`config.mk`:
```
export PLATFORM = sky130hd
export DESIGN_NAME = fpc_flash_program_control
export DESIGN_NICKNAME = d
export VERILOG_FILES = /design/src/hdl/fpc_pkg.sv /design/src/hdl/fpc_flash_program_control.sv /design/src/hdl/fpc_launch_seq.sv
export SDC_FILE = /design/constraint.sdc
export NUM_CORES = 1
export LEC_CHECK = 0
export BUFFER_PORTS_ARGS = -buffer_cell sky130_fd_sc_hd__buf_2
export CORE_UTILIZATION = 44
export CTS_CLUSTER_SIZE = 30
export DETAILED_ROUTE_END_ITERATION = 10
export GPL_TIMING_DRIVEN = 1
export HOLD_SLACK_MARGIN = 0.08
export PLACE_DENSITY = 0.79
export SLEW_MARGIN = 10
export SYNTH_ARGS = -nofsm -noshare
export SYNTH_HDL_FRONTEND = slang
export SYNTH_SLANG_ARGS = --single-unit
```
`constraint.sdc`:
```
create_clock -name mclk -period 1.9 [get_ports mclk]
set_clock_uncertainty 0.1 [all_clocks]
set_input_delay 0.19 -clock mclk [delete_from_list [all_inputs] [get_ports mclk]]
set_output_delay 0.19 -clock mclk [all_outputs]
set_load 0.05 [all_outputs]
```
`src/hdl/fpc_pkg.sv`:
```
// Constants shared by the flash program control block and its key checker.
// Assumes an 8-bit special function register port driven by the CPU core.
package fpc_pkg;
    // ------------------------------------------------------------
    // Register map
    // ------------------------------------------------------------
    localparam logic [7:0] FPC_CONTROL_ADDR = 8'hD1;
    localparam logic [7:0] FPC_STATUS_ADDR = 8'hD3;
    localparam logic [7:0] FPC_CONTROL_RESET = 8'h00;
    localparam logic [7:0] FPC_STATUS_RESET = 8'h00;
    localparam logic [7:0] FPC_ZERO_BYTE = 8'h00;
    // ------------------------------------------------------------
    // Field positions
    // ------------------------------------------------------------
    localparam int FPC_KEY_HI = 7;
    localparam int FPC_KEY_LO = 4;
    localparam int FPC_MAP_BIT = 3;
    localparam int FPC_SPACE_HI = 2;
    localparam int FPC_SPACE_LO = 1;
    localparam int FPC_BUSY_BIT = 0;
    localparam int FPC_SEQUENCE_ERROR_BIT = 1;
    localparam int FPC_LOADED_BIT = 0;
    localparam int FPC_PAGE_HI = 15;
    localparam int FPC_PAGE_LO = 7;
    localparam int FPC_BYTE_HI = 6;
    localparam int FPC_BYTE_LO = 0;
    // ------------------------------------------------------------
    // Launch key nibbles and space codes
    // ------------------------------------------------------------
    localparam logic [3:0] FPC_KEY_UNLOCK = 4'h5;
    localparam logic [3:0] FPC_KEY_LAUNCH = 4'hA;
    typedef enum logic [1:0] {
        FPC_SPACE_USER = 2'h0,
        FPC_SPACE_EXTRA_ROW = 2'h1,
        FPC_SPACE_SECURITY = 2'h2,
        FPC_SPACE_LATCH_RESET = 2'h3
    } fpc_space_t;
    // ------------------------------------------------------------
    // Code read windows and lock bits
    // ------------------------------------------------------------
    localparam logic [15:0] FPC_EXTRA_ROW_BASE = 16'hFF80;
    localparam logic [15:0] FPC_SECURITY_ADDR = 16'h0000;
    localparam logic [2:0] FPC_LOCKS_OPEN = 3'h7;
endpackage

```
`src/hdl/fpc_flash_program_control.sv`:
```
// Flash control and status registers, column latch routing and code read steering.
// Assumes the CPU core reports its execution context and the flash array
// reports programming completion, all on mclk.
`timescale 1ns/1ns
`default_nettype none
module fpc_flash_program_control
    import fpc_pkg::*;
(
    // Clock and reset
    input wire logic mclk,
    input wire logic reset_n,
    // Special function register port
    input wire logic [7:0] sfr_addr,
    input wire logic sfr_wr,
    input wire logic sfr_rd,
    input wire logic [7:0] sfr_wdata,
    output logic [7:0] sfr_rdata,
    // Execution context
    input wire logic exec_boot_flash,
    input wire logic exec_external,
    input wire logic [2:0] lock_bits,
    input wire logic external_xdata_select,
    // External data write
    input wire logic xw_en,
    input wire logic [15:0] xw_addr,
    input wire logic [7:0] xw_data,
    output logic latch_wr,
    output logic [8:0] latch_page,
    output logic [6:0] latch_byte,
    output logic [7:0] latch_data,
    output logic xram_int_wr,
    output logic xram_ext_wr,
    // Code space read
    input wire logic cr_en,
    input wire logic [15:0] cr_addr,
    output logic cr_valid,
    output logic cr_refused,
    output logic [1:0] cr_space,
    // Flash array
    input wire logic prog_done,
    output logic prog_start,
    output logic [1:0] prog_space,
    output logic [8:0] prog_page,
    output logic latch_clear
);
    logic [3:0] key_reg;
    logic map_reg;
    logic [1:0] space_reg;
    logic busy_reg;
    logic sequence_error_reg;
    logic loaded_reg;
    logic ctl_wr, sta_wr, launch, seq_fail, latch_load, prog_go, clear_go;

    // ------------------------------------------------------------
    // Decode
    // ------------------------------------------------------------
    function automatic logic [7:0] ctl_value(input logic [3:0] k, input logic m,
                                            input logic [1:0] s, input logic b);
        ctl_value = {k, m, s, b};
    endfunction

    assign ctl_wr = sfr_wr && (sfr_addr == FPC_CONTROL_ADDR);
    assign sta_wr = sfr_wr && (sfr_addr == FPC_STATUS_ADDR);
    assign latch_load = xw_en && map_reg && (exec_boot_flash || exec_external);
    assign prog_go = launch && (fpc_space_t'(sfr_wdata[FPC_SPACE_HI:FPC_SPACE_LO]) != FPC_SPACE_LATCH_RESET);
    assign clear_go = launch && (fpc_space_t'(sfr_wdata[FPC_SPACE_HI:FPC_SPACE_LO]) == FPC_SPACE_LATCH_RESET);

    fpc_launch_seq u_seq (
        .mclk(mclk),
        .reset_n(reset_n),
        .ctl_wr(ctl_wr),
        .key_nibble(sfr_wdata[FPC_KEY_HI:FPC_KEY_LO]),
        .launch_allowed(exec_boot_flash && !busy_reg),
        .launch(launch),
        .seq_fail(seq_fail)
    );

    // ------------------------------------------------------------
    // Control register
    // ------------------------------------------------------------
    always_ff @(posedge mclk) begin
        if (!reset_n) begin
            key_reg <= FPC_CONTROL_RESET[FPC_KEY_HI:FPC_KEY_LO];
            map_reg <= FPC_CONTROL_RESET[FPC_MAP_BIT];
            space_reg <= FPC_CONTROL_RESET[FPC_SPACE_HI:FPC_SPACE_LO];
        end else if (ctl_wr) begin
            key_reg <= sfr_wdata[FPC_KEY_HI:FPC_KEY_LO];
            map_reg <= sfr_wdata[FPC_MAP_BIT];
            space_reg <= sfr_wdata[FPC_SPACE_HI:FPC_SPACE_LO];
        end
    end

    // Software writes never reach the busy flag.
    always_ff @(posedge mclk) begin
        if (!reset_n) begin
            busy_reg <= FPC_CONTROL_RESET[FPC_BUSY_BIT];
        end else if (prog_go) begin
            busy_reg <= 1'b1;
        end else if (prog_done) begin
            busy_reg <= 1'b0;
        end
    end

    // ------------------------------------------------------------
    // Status register
    // ------------------------------------------------------------
    always_ff @(posedge mclk) begin
        if (!reset_n) begin
            sequence_error_reg <= FPC_STATUS_RESET[FPC_SEQUENCE_ERROR_BIT];
        end else if (seq_fail) begin
            sequence_error_reg <= 1'b1;
        end else if (launch) begin
            sequence_error_reg <= 1'b0;
        end else if (sta_wr && !sfr_wdata[FPC_SEQUENCE_ERROR_BIT]) begin
            sequence_error_reg <= 1'b0;
        end
    end

    // A byte landing in the same cycle as a launch keeps the flag set.
    always_ff @(posedge mclk) begin
        if (!reset_n) begin
            loaded_reg <= FPC_STATUS_RESET[FPC_LOADED_BIT];
        end else if (latch_load) begin
            loaded_reg <= 1'b1;
        end else if (launch) begin
            loaded_reg <= 1'b0;
        end
    end

    // ------------------------------------------------------------
    // Register read
    // ------------------------------------------------------------
    always_ff @(posedge mclk) begin
        if (!reset_n) begin
            sfr_rdata <= FPC_ZERO_BYTE;
        end else if (sfr_rd && sfr_addr == FPC_CONTROL_ADDR) begin
            sfr_rdata <= ctl_value(key_reg, map_reg, space_reg, busy_reg);
        end else if (sfr_rd && sfr_addr == FPC_STATUS_ADDR) begin
            sfr_rdata <= {FPC_ZERO_BYTE[7:2], sequence_error_reg, loaded_reg};
        end else begin
            sfr_rdata <= FPC_ZERO_BYTE;
        end
    end

    // ------------------------------------------------------------
    // External data write routing
    // ------------------------------------------------------------
    always_ff @(posedge mclk) begin
        if (!reset_n) begin
            latch_wr <= 1'b0;
            xram_int_wr <= 1'b0;
            xram_ext_wr <= 1'b0;
        end else begin
            latch_wr <= latch_load;
            xram_int_wr <= xw_en && !map_reg && !external_xdata_select;
            xram_ext_wr <= xw_en && !map_reg && external_xdata_select;
        end
    end

    always_ff @(posedge mclk) begin
        if (!reset_n) begin
            latch_page <= '0;
            latch_byte <= '0;
            latch_data <= FPC_ZERO_BYTE;
        end else if (xw_en) begin
            latch_page <= xw_addr[FPC_PAGE_HI:FPC_PAGE_LO];
            latch_byte <= xw_addr[FPC_BYTE_HI:FPC_BYTE_LO];
            latch_data <= xw_data;
        end
    end

    // ------------------------------------------------------------
    // Programming launch
    // ------------------------------------------------------------
    // The page programmed is that of the last latch load.
    always_ff @(posedge mclk) begin
        if (!reset_n) begin
            prog_start <= 1'b0;
            latch_clear <= 1'b0;
            prog_space <= FPC_SPACE_USER;
            prog_page <= '0;
        end else begin
            prog_start <= prog_go;
            latch_clear <= clear_go;
            if (prog_go) begin
                prog_space <= sfr_wdata[FPC_SPACE_HI:FPC_SPACE_LO];
            end
            if (latch_load) begin
                prog_page <= xw_addr[FPC_PAGE_HI:FPC_PAGE_LO];
            end
        end
    end

    // ------------------------------------------------------------
    // Code space read steering
    // ------------------------------------------------------------
    // Reads only: this path has no write strobe at all.
    always_ff @(posedge mclk) begin
        if (!reset_n) begin
            cr_valid <= 1'b0;
            cr_refused <= 1'b0;
            cr_space <= FPC_SPACE_USER;
        end else begin
            cr_valid <= 1'b0;
            cr_refused <= 1'b0;
            cr_space <= space_reg;
            if (cr_en) begin
                if (exec_external && lock_bits != FPC_LOCKS_OPEN) begin
                    cr_refused <= 1'b1;
                end else begin
                    unique case (fpc_space_t'(space_reg))
                        FPC_SPACE_USER: cr_valid <= 1'b1;
                        FPC_SPACE_EXTRA_ROW: cr_valid <= (cr_addr >= FPC_EXTRA_ROW_BASE);
                        FPC_SPACE_SECURITY: cr_valid <= (cr_addr == FPC_SECURITY_ADDR);
                        FPC_SPACE_LATCH_RESET: cr_valid <= 1'b0;
                    endcase
                end
            end
        end
    end

    // ------------------------------------------------------------
    // Assertions
    // ------------------------------------------------------------
    // Tracks the key of the last control write, since writes elsewhere may fall between the pair.
    logic unlock_seen_reg;
    always_ff @(posedge mclk) begin
        if (!reset_n) begin
            unlock_seen_reg <= 1'b0;
        end else if (ctl_wr) begin
            unlock_seen_reg <= (sfr_wdata[FPC_KEY_HI:FPC_KEY_LO] == FPC_KEY_UNLOCK);
        end
    end
endmodule
`default_nettype wire

```
`src/hdl/fpc_launch_seq.sv`:
```
// Two-write launch key checker for the flash control register.
// Assumes one strobe per control register write on the core clock.
`timescale 1ns/1ns
`default_nettype none
module fpc_launch_seq
    import fpc_pkg::*;
(
    // Clock and reset
    input wire logic mclk,
    input wire logic reset_n,
    // Control register write
    input wire logic ctl_wr,
    input wire logic [3:0] key_nibble,
    input wire logic launch_allowed,
    // Result pulses
    output logic launch,
    output logic seq_fail
);
    typedef enum logic {FPC_IDLE, FPC_ARMED} fpc_seq_state_t;
    fpc_seq_state_t state_reg;

    // ------------------------------------------------------------
    // Sequence state
    // ------------------------------------------------------------
    always_ff @(posedge mclk) begin
        if (!reset_n) begin
            state_reg <= FPC_IDLE;
        end else if (ctl_wr) begin
            state_reg <= (key_nibble == FPC_KEY_UNLOCK) ? FPC_ARMED : FPC_IDLE;
        end
    end

    // Launch is taken only straight after the unlock write; a blocked context
    // is ignored silently rather than reported, since the core may be
    // legitimately running elsewhere.
    always_comb begin
        launch = 1'b0;
        seq_fail = 1'b0;
        if (ctl_wr) begin
            unique case (state_reg)
                FPC_IDLE: begin
                    seq_fail = (key_nibble == FPC_KEY_LAUNCH);
                end
                FPC_ARMED: begin
                    if (key_nibble == FPC_KEY_LAUNCH) begin
                        launch = launch_allowed;
                    end else begin
                        seq_fail = 1'b1;
                    end
                end
            endcase
        end
    end
endmodule
`default_nettype wire

```
==> run summary <==
Yosys reg bits = 63
RSZ-0062 raised after global routing = no
P&R area growth vs syn = 59.90%
Startpoint Class = primary input
EDFF count, synth = 0
CTS Buf Count = 9
clock latency on the worst-skew pair = 330 ps
fmax = 0.5418 GHz
Fill cells = 329
RD Place Congestion = 0.7697
number of placement rows = 25
largest registers = latch_page: 9 flops, prog_page: 9 flops
Reg power frac = 0.442
clock slew at reported path FFs = 60 ps
crit path buf inv count = 2
CP endpoint kind = register
Mapped Cells = 225
Clock Power Share = 0.422
worst hold path type = in -> reg
CTS sink cnt = 63
DR vias = 2325
kind of critical path = in -> reg
register area share after synthesis = 0.5529
die area = 5476 um2
synth warn = 0
grt total ovfl = 0
Leakage = 1.826 nW
DR iter-0 viols = 113
DR DRC count = 0
status = finished, final reports clean
drt first pass iters = 4
TNS Setup = 0 ps
Setup Buffers After CTS = 0
Net Sw Frac = 0.2445
chip height = 74 um
Netlist cell types = 35
CP arrival = 1970 ps
# H-tree levels = 3
share of layout cells above drive strength 1 = 0.3675
CTS tree = yes
n_diodes = 0
critical path, cell by cell = dlygate4sd3_1, buf_2, nor4bb_2, nand4b_1, or2_4, o221a_1
HPWL Detailed = 3.989 mm
Max-cap violations = 0
crit-path max FO = 5
Synth Flop Type = dfxtp_1
min Tclk post-route = 1846 ps
DR vias/cell = 4.979
Hold Vio Cnt, Final = 0
switching power = 757.6 uW
DRT Wirelength = 6.744 mm
Root Buffer = clkbuf_8
IO Pins = 121
Async S/R FF share, synth = 0
final worst path period share = 0.9714
Req. time, crit path = 2030 ps
Worst Tran Pin Value = 495.4 ps
Mapped Nets = 294
vias in the first global route = 2295
core region area = 4848 um2
GRT Util Overall = 0.2457
largest net degree at the start of global routing = 28
wire per inst = 14.44 um
Mapped Avg Cell Area = 10.14 um2
mapped cell area = 2281 um2
Final Max Slew Viols = 0
Clock Path Buffers = 2
starting density of the core = 0.4705
number of port buffers = 119
Tot Pwr = 3.098 mW
first-pass GRT wire length = 9.894 mm
P_int = 2.341 mW
Cell Pwr Density = 849.5 nW/um2
critical path's slowest cell = dlygate4sd3_1
CP top delay family = simple AND/OR/NAND/NOR gates
Routed Antenna Nets = 0
initial antenna violation count = 0
relative slew slack = 0.6692
combinational share of power = 0.136
layout net count = 464
slowest stage delay, CP = 540 ps
setup violators final = 0
VDD IR-drop max = 0.0005753 V
die width = 74 um
worst reg2reg max path, stage by stage (launching register included):
cell	delay, ps
dfxtp_1	320
nand4b_1	220
or2_4	290
o221a_1	240
cell type report:
type                            instances  area (um2)  area share
Clock buffer                           13       158.9     0.04357
Multi-Input combinational cell        149       972.2      0.2666
Tap cell                               67       83.83     0.02298
Inverter                                2       7.507    0.002058
Timing Repair Buffer                  170        1099      0.3012
Sequential cell                        63        1261      0.3458
Clock inverter                          3       65.06     0.01784
layer usage:
metal	GRT usage	share of wire	wire, um
met5	0	0	0
met1	0.2380	0.38	2567
met2	0.4687	0.52	3480
met3	0.06098	0.075	504
met4	0.1410	0.028	191
cells in the final DEF, fill, tap and decap left out, types with 2 or more instances in the layout:
cell type	Yosys	final
a21oi_1	10	10
and2_1	8	8
buf_2	4	119
buf_4	0	7
bufinv_16	0	2
clkbuf_1	4	2
clkbuf_8	0	11
dfxtp_1	63	63
dlygate4sd3_1	0	43
mux2i_1	35	35
nand2_1	21	21
nand4_1	4	4
nand4b_1	2	2
nor2_1	39	39
nor3_1	3	3
nor3b_1	2	2
nor4_1	4	4
o21ai_0	2	2
o221a_1	2	2
synthesized netlist by cell type (2+ instances only):
cell / number / share of area
nor3b_1: 2 / 0.0066
and2_1: 8 / 0.022
buf_1: 3 / 0.0049
dfxtp_1: 63 / 0.55
nand4b_1: 2 / 0.0077
buf_2: 4 / 0.0088
o221a_1: 2 / 0.0099
nor4_1: 4 / 0.011
mux2i_1: 35 / 0.15
nand2_1: 21 / 0.035
clkbuf_1: 4 / 0.0066
o21ai_0: 2 / 0.0044
nor2_1: 39 / 0.064
a21oi_1: 10 / 0.022
nor3_1: 3 / 0.0066
nand4_1: 4 / 0.011
final timing paths:
| path | start | to | slack (ps) | cells after the start |
|---|---|---|---|---|
| max reg2reg | busy_reg$_SDFFE_PN0P_ | prog_space[1]$_SDFFE_PN0P_ | 620 | 3 |
| max | sfr_wdata[5] | prog_space[1]$_SDFFE_PN0P_ | 50 | 6 |
| min | sfr_addr[1] | sfr_rdata[1]$_SDFF_PN0_ | 120 | 3 |
| min reg2reg | key_reg[3]$_SDFFE_PN0P_ | key_reg[3]$_SDFFE_PN0P_ | 350 | 2 |
stage by stage:
stage	std cells	hold slack, ps	utilization	setup slack (ps)	instance area [um2]
after CTS	467	106.2	0.7510	12.04	3641
after global routing	467	143.8	0.7523	2.996	3647
after detailed placement	408	278.8	0.6160	109.9	2987
after global placement	408	269.7	0.6160	145.3	2987
after floorplan	225	169.3	-	260.1	2281
final	467	123.0	0.7523	54.25	3647
timing repair:
item / 4_1_cts / 5_1_grt
endpoints found under the hold margin: 47 / 0
gates resized for setup: 0 / 1
setup endpoints to repair: 0 / 6
hold buffers: 43 / 0
cell families after synthesis:
logic type / after synthesis / share of synthesized area
xor+xnor: 1 / 0.003841
compound gates: 18 / 0.04992
mux: 35 / 0.1536
flops: 63 / 0.5529
buf+inv: 13 / 0.02358
simple gates: 95 / 0.2161
power groups by stage:
stage | combinational (mW) | sequential [mW] | clock [mW]
floorplan | 0.0900 | 1.52 | 0
global placement | 0.339 | 1.40 | 0
detailed placement | 0.345 | 1.40 | 0
CTS | 0.410 | 1.37 | 1.32
global route | 0.442 | 1.37 | 1.38
finish | 0.420 | 1.37 | 1.31
Power figures use the tool's default switching activity.
